===== config.mk =====
export PLATFORM = sky130hd
export DESIGN_NAME = iad_decoder
export DESIGN_NICKNAME = d
export VERILOG_FILES = /design/src/pkg/iad_pkg.sv /design/src/hdl/iad_decoder.sv /design/src/hdl/iad_lin_map.sv
export SDC_FILE = /design/constraint.sdc
export NUM_CORES = 1
export LEC_CHECK = 0
export ABC_CLOCK_PERIOD_IN_PS = 3990
export BUFFER_PORTS_ARGS = -buffer_cell sky130_fd_sc_hd__clkbuf_2
export CAP_MARGIN = 25
export CORE_MARGIN = 2
export CORE_UTILIZATION = 48
export DETAILED_ROUTE_END_ITERATION = 8
export PLACE_DENSITY = 0.85
export SLEW_MARGIN = 5
export SYNTH_ARGS = -nofsm -noshare
export SYNTH_HDL_FRONTEND = slang
export SYNTH_HIERARCHICAL = 1
export SYNTH_SLANG_ARGS = --single-unit

===== constraint.sdc =====
create_clock -name core_clk_i -period 3.99 [get_ports core_clk_i]
set_clock_uncertainty 0.2 [all_clocks]
set_input_delay 0.5985 -clock core_clk_i [delete_from_list [all_inputs] [get_ports core_clk_i]]
set_output_delay 0.5985 -clock core_clk_i [all_outputs]
set_load 0.01 [all_outputs]

===== src/pkg/iad_pkg.sv =====
// Behaviour
// - an indirect port access really accesses the location the selected pointer holds
// - pointer aimed at either indirect port: read returns zero, write dropped
// - pointer is high byte concatenated with low byte, 16 bits, 65536 locations
// - pointer 0x000 to 0xFFF maps straight onto absolute data addresses
// - pointer 0x2000 to 0x29AF is a linear view of the 80-byte RAM blocks
// - linear address past a bank's last RAM byte lands on next bank's first
// - reads of unimplemented locations through the pointer return 0x00
// - linear view leaves out the 16 common bytes of every bank
// - pointer high byte MSB set: lower 15 bits address program flash
// - flash read through the port returns only the low 8 bits of the word
// - writes aimed at program flash change nothing
// - any flash access through the port takes one extra instruction cycle
package iad_pkg;
  localparam int          PTR_W        = 16;
  localparam int          BYTE_W       = 8;
  localparam int          ABS_W        = 12;
  localparam int          OFF_W        = 7;
  localparam int          BANK_W       = 5;
  localparam int          FLASH_AW     = 15;
  localparam int          FLASH_DW     = 14;
  localparam int          FLASH_BIT    = 15;
  localparam logic [15:0] TRAD_LAST    = 16'h0FFF;
  localparam logic [15:0] LIN_BASE     = 16'h2000;
  localparam logic [15:0] LIN_LAST     = 16'h29AF;
  localparam logic [11:0] GPR_BYTES    = 12'h050;
  localparam logic [6:0]  GPR_START    = 7'h20;
  localparam logic [6:0]  COMMON_START = 7'h70;
  localparam logic [6:0]  PORT0_OFF    = 7'h00;
  localparam logic [6:0]  PORT1_OFF    = 7'h01;
  localparam logic [7:0]  ZERO_BYTE    = 8'h00;
  localparam logic [11:0] ABS_RESET    = 12'h000;
  localparam logic [14:0] FLASH_RESET  = 15'h0000;

  typedef enum logic [3:0] {
    ST_IDLE   = 4'h1,
    ST_ACCESS = 4'h2,
    ST_EXTRA  = 4'h4,
    ST_DONE   = 4'h8
  } iad_state_t;

  typedef enum logic [2:0] {
    KD_DATA  = 3'h1,
    KD_FLASH = 3'h2,
    KD_NONE  = 3'h4
  } iad_kind_t;
endpackage


===== src/hdl/iad_decoder.sv =====
`timescale 1ns/1ps
module iad_decoder
  import iad_pkg::*;
(
  // clock and reset
  input  wire logic                         core_clk_i,
  input  wire logic                         rst_i,
  // pointers held by the core
  input  wire logic [iad_pkg::BYTE_W-1:0]   ptr0_high_byte_i,
  input  wire logic [iad_pkg::BYTE_W-1:0]   ptr0_low_byte_i,
  input  wire logic [iad_pkg::BYTE_W-1:0]   ptr1_high_byte_i,
  input  wire logic [iad_pkg::BYTE_W-1:0]   ptr1_low_byte_i,
  // indirect port request from execution
  input  wire logic                         req_valid_i,
  input  wire logic                         req_write_i,
  input  wire logic                         req_ptr_sel_i,
  input  wire logic [iad_pkg::BYTE_W-1:0]   req_wdata_i,
  output logic                              req_ready_o,
  // answer to execution
  output logic                              rsp_done_o,
  output logic                              rsp_flash_o,
  output logic      [iad_pkg::BYTE_W-1:0]   rsp_rdata_o,
  // data memory side
  output logic      [iad_pkg::ABS_W-1:0]    dmem_addr_o,
  output logic                              dmem_re_o,
  output logic                              dmem_we_o,
  output logic      [iad_pkg::BYTE_W-1:0]   dmem_wdata_o,
  input  wire logic [iad_pkg::BYTE_W-1:0]   dmem_rdata_i,
  // program flash side, read only
  output logic      [iad_pkg::FLASH_AW-1:0] pmem_addr_o,
  output logic                              pmem_re_o,
  input  wire logic [iad_pkg::FLASH_DW-1:0] pmem_rdata_i
);
  import iad_pkg::*;

  iad_state_t          state_reg;
  iad_state_t          state_next;
  iad_kind_t           kind_reg;
  iad_kind_t           kind_next;
  logic                write_reg;
  logic [BYTE_W-1:0]   wdata_reg;
  logic [ABS_W-1:0]    abs_reg;
  logic [FLASH_AW-1:0] faddr_reg;
  logic [BYTE_W-1:0]   rdata_reg;
  logic [BYTE_W-1:0]   rdata_next;

  logic [PTR_W-1:0]    ptr_w;
  logic [ABS_W-1:0]    trad_addr_w;
  logic [FLASH_AW-1:0] flash_addr_w;
  logic [ABS_W-1:0]    lin_off_w;
  logic [ABS_W-1:0]    lin_abs_w;
  logic                is_flash_w;
  logic                is_trad_w;
  logic                is_lin_w;
  logic                self_ref_w;
  logic                take_w;
  logic                access_w;

  // pointer selection and concatenation
  assign ptr_w        = req_ptr_sel_i ? {ptr1_high_byte_i, ptr1_low_byte_i}
                                      : {ptr0_high_byte_i, ptr0_low_byte_i};
  assign trad_addr_w  = ptr_w[ABS_W-1:0];
  assign flash_addr_w = ptr_w[FLASH_AW-1:0];
  assign is_flash_w   = ptr_w[FLASH_BIT];
  assign is_trad_w    = ptr_w <= TRAD_LAST;
  assign is_lin_w     = (ptr_w >= LIN_BASE) && (ptr_w <= LIN_LAST);
  assign lin_off_w    = 12'(ptr_w - LIN_BASE);
  // the two ports sit at the same two offsets in every bank
  assign self_ref_w   = is_trad_w && ((ptr_w[OFF_W-1:0] == PORT0_OFF) ||
                                      (ptr_w[OFF_W-1:0] == PORT1_OFF));

  iad_lin_map u_lin_map (
    .lin_off_i  (lin_off_w),
    .abs_addr_o (lin_abs_w)
  );

  // everything else, the gap above the traditional region included, reads as zero
  assign kind_next = is_flash_w                             ? KD_FLASH :
                     ((is_trad_w && !self_ref_w) || is_lin_w) ? KD_DATA  : KD_NONE;

  assign take_w   = req_valid_i && (state_reg == ST_IDLE);
  assign access_w = state_reg == ST_ACCESS;

  assign req_ready_o  = state_reg == ST_IDLE;
  assign rsp_done_o   = state_reg == ST_DONE;
  assign rsp_flash_o  = rsp_done_o && (kind_reg == KD_FLASH);
  assign rsp_rdata_o  = rdata_reg;
  assign dmem_addr_o  = abs_reg;
  assign dmem_wdata_o = wdata_reg;
  assign dmem_re_o    = access_w && (kind_reg == KD_DATA) && !write_reg;
  // flash and zero regions never raise a write strobe
  assign dmem_we_o    = access_w && (kind_reg == KD_DATA) && write_reg;
  assign pmem_addr_o  = faddr_reg;
  assign pmem_re_o    = access_w && (kind_reg == KD_FLASH) && !write_reg;

  assign rdata_next = (kind_reg == KD_DATA)  ? dmem_rdata_i :
                      (kind_reg == KD_FLASH) ? pmem_rdata_i[BYTE_W-1:0] : ZERO_BYTE;

  always_comb begin
    state_next = state_reg;
    case (state_reg)
      ST_IDLE:   state_next = take_w ? ST_ACCESS : ST_IDLE;
      ST_ACCESS: state_next = (kind_reg == KD_FLASH) ? ST_EXTRA : ST_DONE;
      ST_EXTRA:  state_next = ST_DONE;
      ST_DONE:   state_next = ST_IDLE;
      default:   state_next = ST_IDLE;
    endcase
  end

  always_ff @(posedge core_clk_i) begin
    if (rst_i) begin
      state_reg <= ST_IDLE;
    end else begin
      state_reg <= state_next;
    end
  end

  always_ff @(posedge core_clk_i) begin
    if (rst_i) begin
      kind_reg  <= KD_NONE;
      write_reg <= 1'b0;
      wdata_reg <= ZERO_BYTE;
      abs_reg   <= ABS_RESET;
      faddr_reg <= FLASH_RESET;
    end else if (take_w) begin
      kind_reg  <= kind_next;
      write_reg <= req_write_i;
      wdata_reg <= req_wdata_i;
      abs_reg   <= is_lin_w ? lin_abs_w : trad_addr_w;
      faddr_reg <= flash_addr_w;
    end
  end

  // read data held until the next read access loads it; writes leave it unchanged
  always_ff @(posedge core_clk_i) begin
    if (rst_i) begin
      rdata_reg <= ZERO_BYTE;
    end else if (access_w && !write_reg) begin
      rdata_reg <= rdata_next;
    end
  end

  // checks
  logic [ABS_W-1:0] lin_rem_w;
  assign lin_rem_w = lin_off_w % GPR_BYTES;
endmodule


===== src/hdl/iad_lin_map.sv =====
`timescale 1ns/1ps
module iad_lin_map
  import iad_pkg::*;
(
  // linear offset from the region base
  input  wire logic [iad_pkg::ABS_W-1:0] lin_off_i,
  // absolute banked address
  output logic      [iad_pkg::ABS_W-1:0] abs_addr_o
);
  import iad_pkg::*;

  logic [ABS_W-1:0] quot_w;
  logic [ABS_W-1:0] rem_w;
  logic [OFF_W-1:0] off_w;

  // constant divisor keeps this a small combinational network
  assign quot_w     = lin_off_i / GPR_BYTES;
  assign rem_w      = lin_off_i % GPR_BYTES;
  assign off_w      = 7'(GPR_START + rem_w[OFF_W-1:0]);
  assign abs_addr_o = {quot_w[BANK_W-1:0], off_w};
endmodule


==> impl_metrics.ini, run 1 <==
[route]
post-route-drc-count = 0
ant_nets = 0
routed_wl_mm = 10.81
drt_first_iter_violations = 301
vias_per_cell = 5.848
wl_per_cell_um = 16.23
dr_total_vias = 3895
drtPass1Iterations = 5

[yosys]
ys.flop_type = dfxtp_1
seq_area_frac_synth = 0.2700
synth_largest_area_cell = dfxtp_1
synth_nets = 539
synth_top_area_frac = 0.2700
synth-seq-cells = 51
syn_area_per_cell_um2 = 8.011
synth.cell_area_um2 = 3781
yosys-top-cells-area = dfxtp_1 (27%), nor2_1 (6.9%), a211oi_1 (4.0%), a21oi_1 (3.7%), nand2_1 (3.7%)
synthDistinctLibCells = 82
synthCells = 472
yosys_warnings = 6
synth-edff-count = 0
async_flop_share = 0

[sta]
max_slew_margin = 0.3711
tightestPinTransition_ns = 0.9433
fin_crit_ns = 3.426
grt_setup_unrepaired = false
tns_ns = 0
setup_viol = 0
period_share = 0.8586
finalHoldViolations = 0
fmax_ghz = 0.2919
layout_setup_ws_ns = 0.5642
drv_slew = 0

[critical_path]
cp-end-kind = flip-flop
path_max_fanout = 17
start_kind = input pin
cp.required_ns = 4.00
rr_worst_depth = 4
crit_chain = clkbuf_2 > mux2_2 > buf_4 > nor3b_2 > nand2_1 > o211ai_1 > o21a_1 > a21oi_1 > mux2_1 > o22ai_1 > nor2_1 > a2111oi_2
worstPathArrival_ns = 3.43
critPathMaxStageDelay_ns = 0.50
slowest_stage = mux2_2
worstSetupPathType = in -> reg

[clocking]
clkSinkCount = 51
post_cts_buffers = 0
numCtsBuffers = 5
htreeDepth = 2
clock_latency_ns = 0.30
root_buffer = clkbuf_8
clk_path_buf_depth = 2
clk_pin_slew_ns = 0.10
cts_resized = 0
cts_tree = yes
cts_hold_buf = 0

[power]
leakagePower_nw = 1.822
p_per_area_nw_per_um2 = 316.7
peakVddDrop_mv = 0.2621

[placement]
dp_slack_ns = 0.2364
port_buffers = 109
gp_congestion = 0.9138
dp_hpwl_mm = 8.091

[floorplan]
dieArea_um2 = 8603
start_util = 0.4919
ios = 116
die_x_um = 92.76
coreArea_um2 = 7687
rows = 32
die_h_um = 92.76

[global_route]
track_usage = 0.2467
busiest_layer = met2
grt-ovfl-total = 0
grt_pass1_wl_mm = 17.46
grt_max_degree = 55
use_met2 = 0.4167
antenna_found_initial = 0
grt_pass1_vias = 3647
grt_use_met1 = 0.3273
gr-usage-met3 = 0.04638

[min_path]
hold_class = reg -> reg
hold_depth = 2

[job]
drv_cap = 0

[outcome]
outcome = completed

[layout]
final_layout_size_suffix_gt1_frac = 0.3351
n_antenna_cell = 0
area_delta_synth_final_pct = 17.84
layout.nets = 631
largest_reg_flops = 15
## cell usage in the layout, fill, tap and decap left out, types with 3 or more instances in the layout
| cell | count |
|---|---|
| clkbuf_2 | 109 |
| nor2_1 | 70 |
| dfxtp_1 | 51 |
| nand2_1 | 37 |
| a21oi_1 | 28 |
| o21ai_0 | 27 |
| buf_4 | 21 |
| a211oi_1 | 20 |
| nand2b_1 | 17 |
| nor3_1 | 14 |
| inv_1 | 11 |
| a22oi_1 | 11 |
| mux2_2 | 10 |
| mux2i_1 | 10 |
| a21oi_2 | 10 |
| a2111oi_2 | 9 |
| clkbuf_8 | 6 |
| and2_1 | 5 |
| o22ai_1 | 5 |
| nand3_1 | 4 |
| nand3b_1 | 4 |
| o31ai_1 | 4 |
| nor3b_1 | 3 |
| nor2b_1 | 3 |
| o21a_1 | 3 |
| o32ai_1 | 3 |
| xnor2_1 | 3 |
## kinds of logic (layout without fill, tap and decap cells)
family	after synthesis	count (layout)	synth area share
AND/OR/NAND/NOR	180	180	0.2386
multiplexers	22	22	0.06519
flip-flops	51	51	0.2700
buffers and inverters	58	150	0.08604
adder cells (fa/ha/maj)	2	2	0.005956
AO/OA/AOI/OAI	154	154	0.3207
XOR/XNOR	5	5	0.01357
## layer usage
metal / share of wire / up-vias
li1: - / 1915
met1: 0.44 / 1829
met2: 0.48 / 137
met3: 0.064 / 14
met4: 0.013 / 0
met5: 0 / -
## through the flow
step | hold slack (ns) | total power [mW] | cell area, um2 | std cells | util
floorplan | 0.2561 | 0.9548 | 3781 | 472 | -
global route | 0.2869 | 1.492 | 4456 | 666 | 0.5796
detailed placement | 0.2478 | 1.102 | 4349 | 658 | 0.5658
finish | 0.2607 | 1.411 | 4456 | 666 | 0.5796
global placement | 0.2423 | 1.087 | 4329 | 657 | 0.5632
CTS | 0.2616 | 1.407 | 4441 | 665 | 0.5776
## critical path: cells and delay by family
family | cells | cell delay, ns
AOI/OAI and AO/OA | 5 | 0.97
buffers and inverters | 2 | 0.43
muxes | 2 | 0.81
and+or+nand+nor | 3 | 0.61
## area by class of cell
cell class,instances,area (um2)
repair buffers,132,738.2
multi-input cells,363,2436
inverters,11,41.29
clock inverters,1,8.758
clock buffers,6,82.58
well taps,102,127.6
fillers,708,3232
flip-flops and latches,51,1021
## synthesized netlist by cell type (5+ instances only)
cell       count
nand2b_1      17
a21oi_2       10
clkbuf_1      21
nor2_1        70
and2_1         5
inv_1         11
buf_4         11
a211oi_1      20
a2111oi_2      9
a22oi_1       11
dfxtp_1       51
buf_2          8
mux2_2        10
o22ai_1        5
mux2i_1       10
o21ai_0       27
nor3_1        14
a21oi_1       28
nand2_1       37
## where the power goes
part	total (mW)	internal, mW	switching, mW
combinational	0.527	0.219	0.308
clock	0.311	0.140	0.171
sequential	0.572	0.548	0.0240
## worst paths after layout
check                                     start         endpoint  slack (ns)
worst min register to register  dmem_wdata_o[1]  dmem_wdata_o[1]        0.26
worst min-delay path            dmem_wdata_o[1]  dmem_wdata_o[1]        0.26
worst max register to register     state_reg[1]  dmem_addr_o[10]        1.62
worst max-delay path              req_ptr_sel_i   dmem_addr_o[5]        0.56
(Power assumes the default switching activity.)
==> inputs of run 2 (changes only) <==
--- a/config.mk
+++ b/config.mk
@@ -11,7 +11,7 @@
 export CORE_MARGIN = 2
 export CORE_UTILIZATION = 48
 export DETAILED_ROUTE_END_ITERATION = 8
-export PLACE_DENSITY = 0.85
+export PLACE_DENSITY = 0.77
 export SLEW_MARGIN = 5
 export SYNTH_ARGS = -nofsm -noshare
 export SYNTH_HDL_FRONTEND = slang
==> impl_metrics.ini, run 2 (same netlist as run 1, synthesis figures left out) <==
[clocking]
clkSinkCount = 51
clk_path_buf_depth = 2
root_buffer = clkbuf_8
htreeDepth = 2
numCtsBuffers = 5
clk_pin_slew_ns = 0.10
cts_tree = yes
cts_resized = 0
clock_latency_ns = 0.31
post_cts_buffers = 0
cts_hold_buf = 0

[job]
drv_cap = 0

[route]
post-route-drc-count = 0
wl_per_cell_um = 15.75
drt_first_iter_violations = 205
wl_met2_mm = 5.001
vias_per_cell = 5.823
drtPass1Iterations = 5
ant_nets = 0
top_layer = met4
dr_total_vias = 3878
routed_wl_mm = 10.49
met1_length_mm = 4.581
dr_wl_met3_um = 744

[sta]
fin_crit_ns = 3.523
tightestPinTransition_ns = 0.9222
fmax_ghz = 0.2839
fin_hold_ws_ns = 0.2646
drv_slew = 0
period_share = 0.8829
tns_ns = 0
setup_viol = 0
finalHoldViolations = 0
grt_setup_unrepaired = false
max_slew_margin = 0.3852
layout_setup_ws_ns = 0.4671

[critical_path]
crit_chain = clkbuf_2 > mux2i_1 > inv_1 > or3b_1 > a31oi_4 > a211oi_2 > maj3_2 > mux2i_4 > xnor2_1 > a21oi_1 > nor2_1 > a2111oi_2
critPathTopFamily = compound AO/OA/AOI/OAI gates
worstPathArrival_ns = 3.53
start_kind = input pin
regToRegSetupSlack_ns = 1.63
critical_path_buf_inv_count = 2
reg2reg_to = dmem_addr_o[5]
critPathMaxStageDelay_ns = 0.46
worstSetupPathType = in -> reg
cp.required_ns = 4.00
rr_worst_depth = 4
path_max_fanout = 10
cp-end-kind = flip-flop
slowest_stage = a211oi_2
rr_startpoint = state_reg[2]

[placement]
port_buffers = 109
gp_congestion = 0.9519
placed_cell_area_um2 = 4357
dp_slack_ns = 0.1937
dp_hpwl_mm = 7.867
dpl.cell_count = 658

[floorplan]
die_h_um = 92.76
ios = 116
dieArea_um2 = 8603
coreArea_um2 = 7687
start_util = 0.4919
die_x_um = 92.76
rows = 32

[layout]
largest_reg_flops = 15
multi_input_area_um2 = 2436
n_antenna_cell = 0
layout_commonest_cell = clkbuf_2
final_cells = 666
area_delta_synth_final_pct = 18.43
layout.nets = 630
regArea_um2 = 1021
post-route-util = 0.5825
stdcell_area_um2 = 4478
num-fill-cells = 718
mostFrequentLayoutCells = clkbuf_2 (109), nor2_1 (70), dfxtp_1 (51), nand2_1 (37), a21oi_1 (28)
final_layout_size_suffix_gt1_frac = 0.3351

[power]
p_per_area_nw_per_um2 = 330.2
total_power_mw = 1.478
leakagePower_nw = 1.832
peakVddDrop_mv = 0.3365

[min_path]
hold-path-endpoint = dmem_wdata_o[2]
hold_depth = 2
hold_class = reg -> reg
hold_start = dmem_wdata_o[2]

[global_route]
grt-ovfl-total = 0
grt_max_degree = 55
track_usage = 0.2407
antenna_found_initial = 0
grt_pass1_wl_mm = 16.97
grt_pass1_vias = 3548

[outcome]
outcome = completed
-- run 2: routing by layer --
layer	up-vias	GRT usage
li1	1904	-
met2	164	0.3893
met1	1795	0.3255
met4	0	0.06618
met5	-	0
met3	15	0.05045
-- run 2: area by class of cell --
class                   instances  share of cell area
clock buffers                   6             0.01844
repair buffers                131              0.1632
inverters                      11            0.009220
well taps                     102             0.02850
clock inverters                 2            0.008662
flip-flops and latches         51              0.2280
multi-input cells             363              0.5440
-- run 2: worst max path at each step --
stage,from,endpoint,slack [ns],cells after the start
global placement,req_ptr_sel_i,dmem_addr_o[4],0.27,12
floorplan,req_ptr_sel_i,dmem_addr_o[5],0.40,14
finish,req_ptr_sel_i,dmem_addr_o[4],0.47,12
global route,req_ptr_sel_i,dmem_addr_o[4],0.28,12
CTS,req_ptr_sel_i,dmem_addr_o[4],0.52,12
detailed placement,req_ptr_sel_i,dmem_addr_o[4],0.19,12
-- run 2: tightest hold or removal path, cell delays in order (launching register included) --
cell and delay, ns:
dfxtp_1 0.32, nand2_1 0.05, a21oi_1 0.05
-- run 2: power by group --
group | internal [mW] | switching (mW)
registers | 0.548 | 0.0239
logic | 0.218 | 0.306
clock network | 0.206 | 0.176
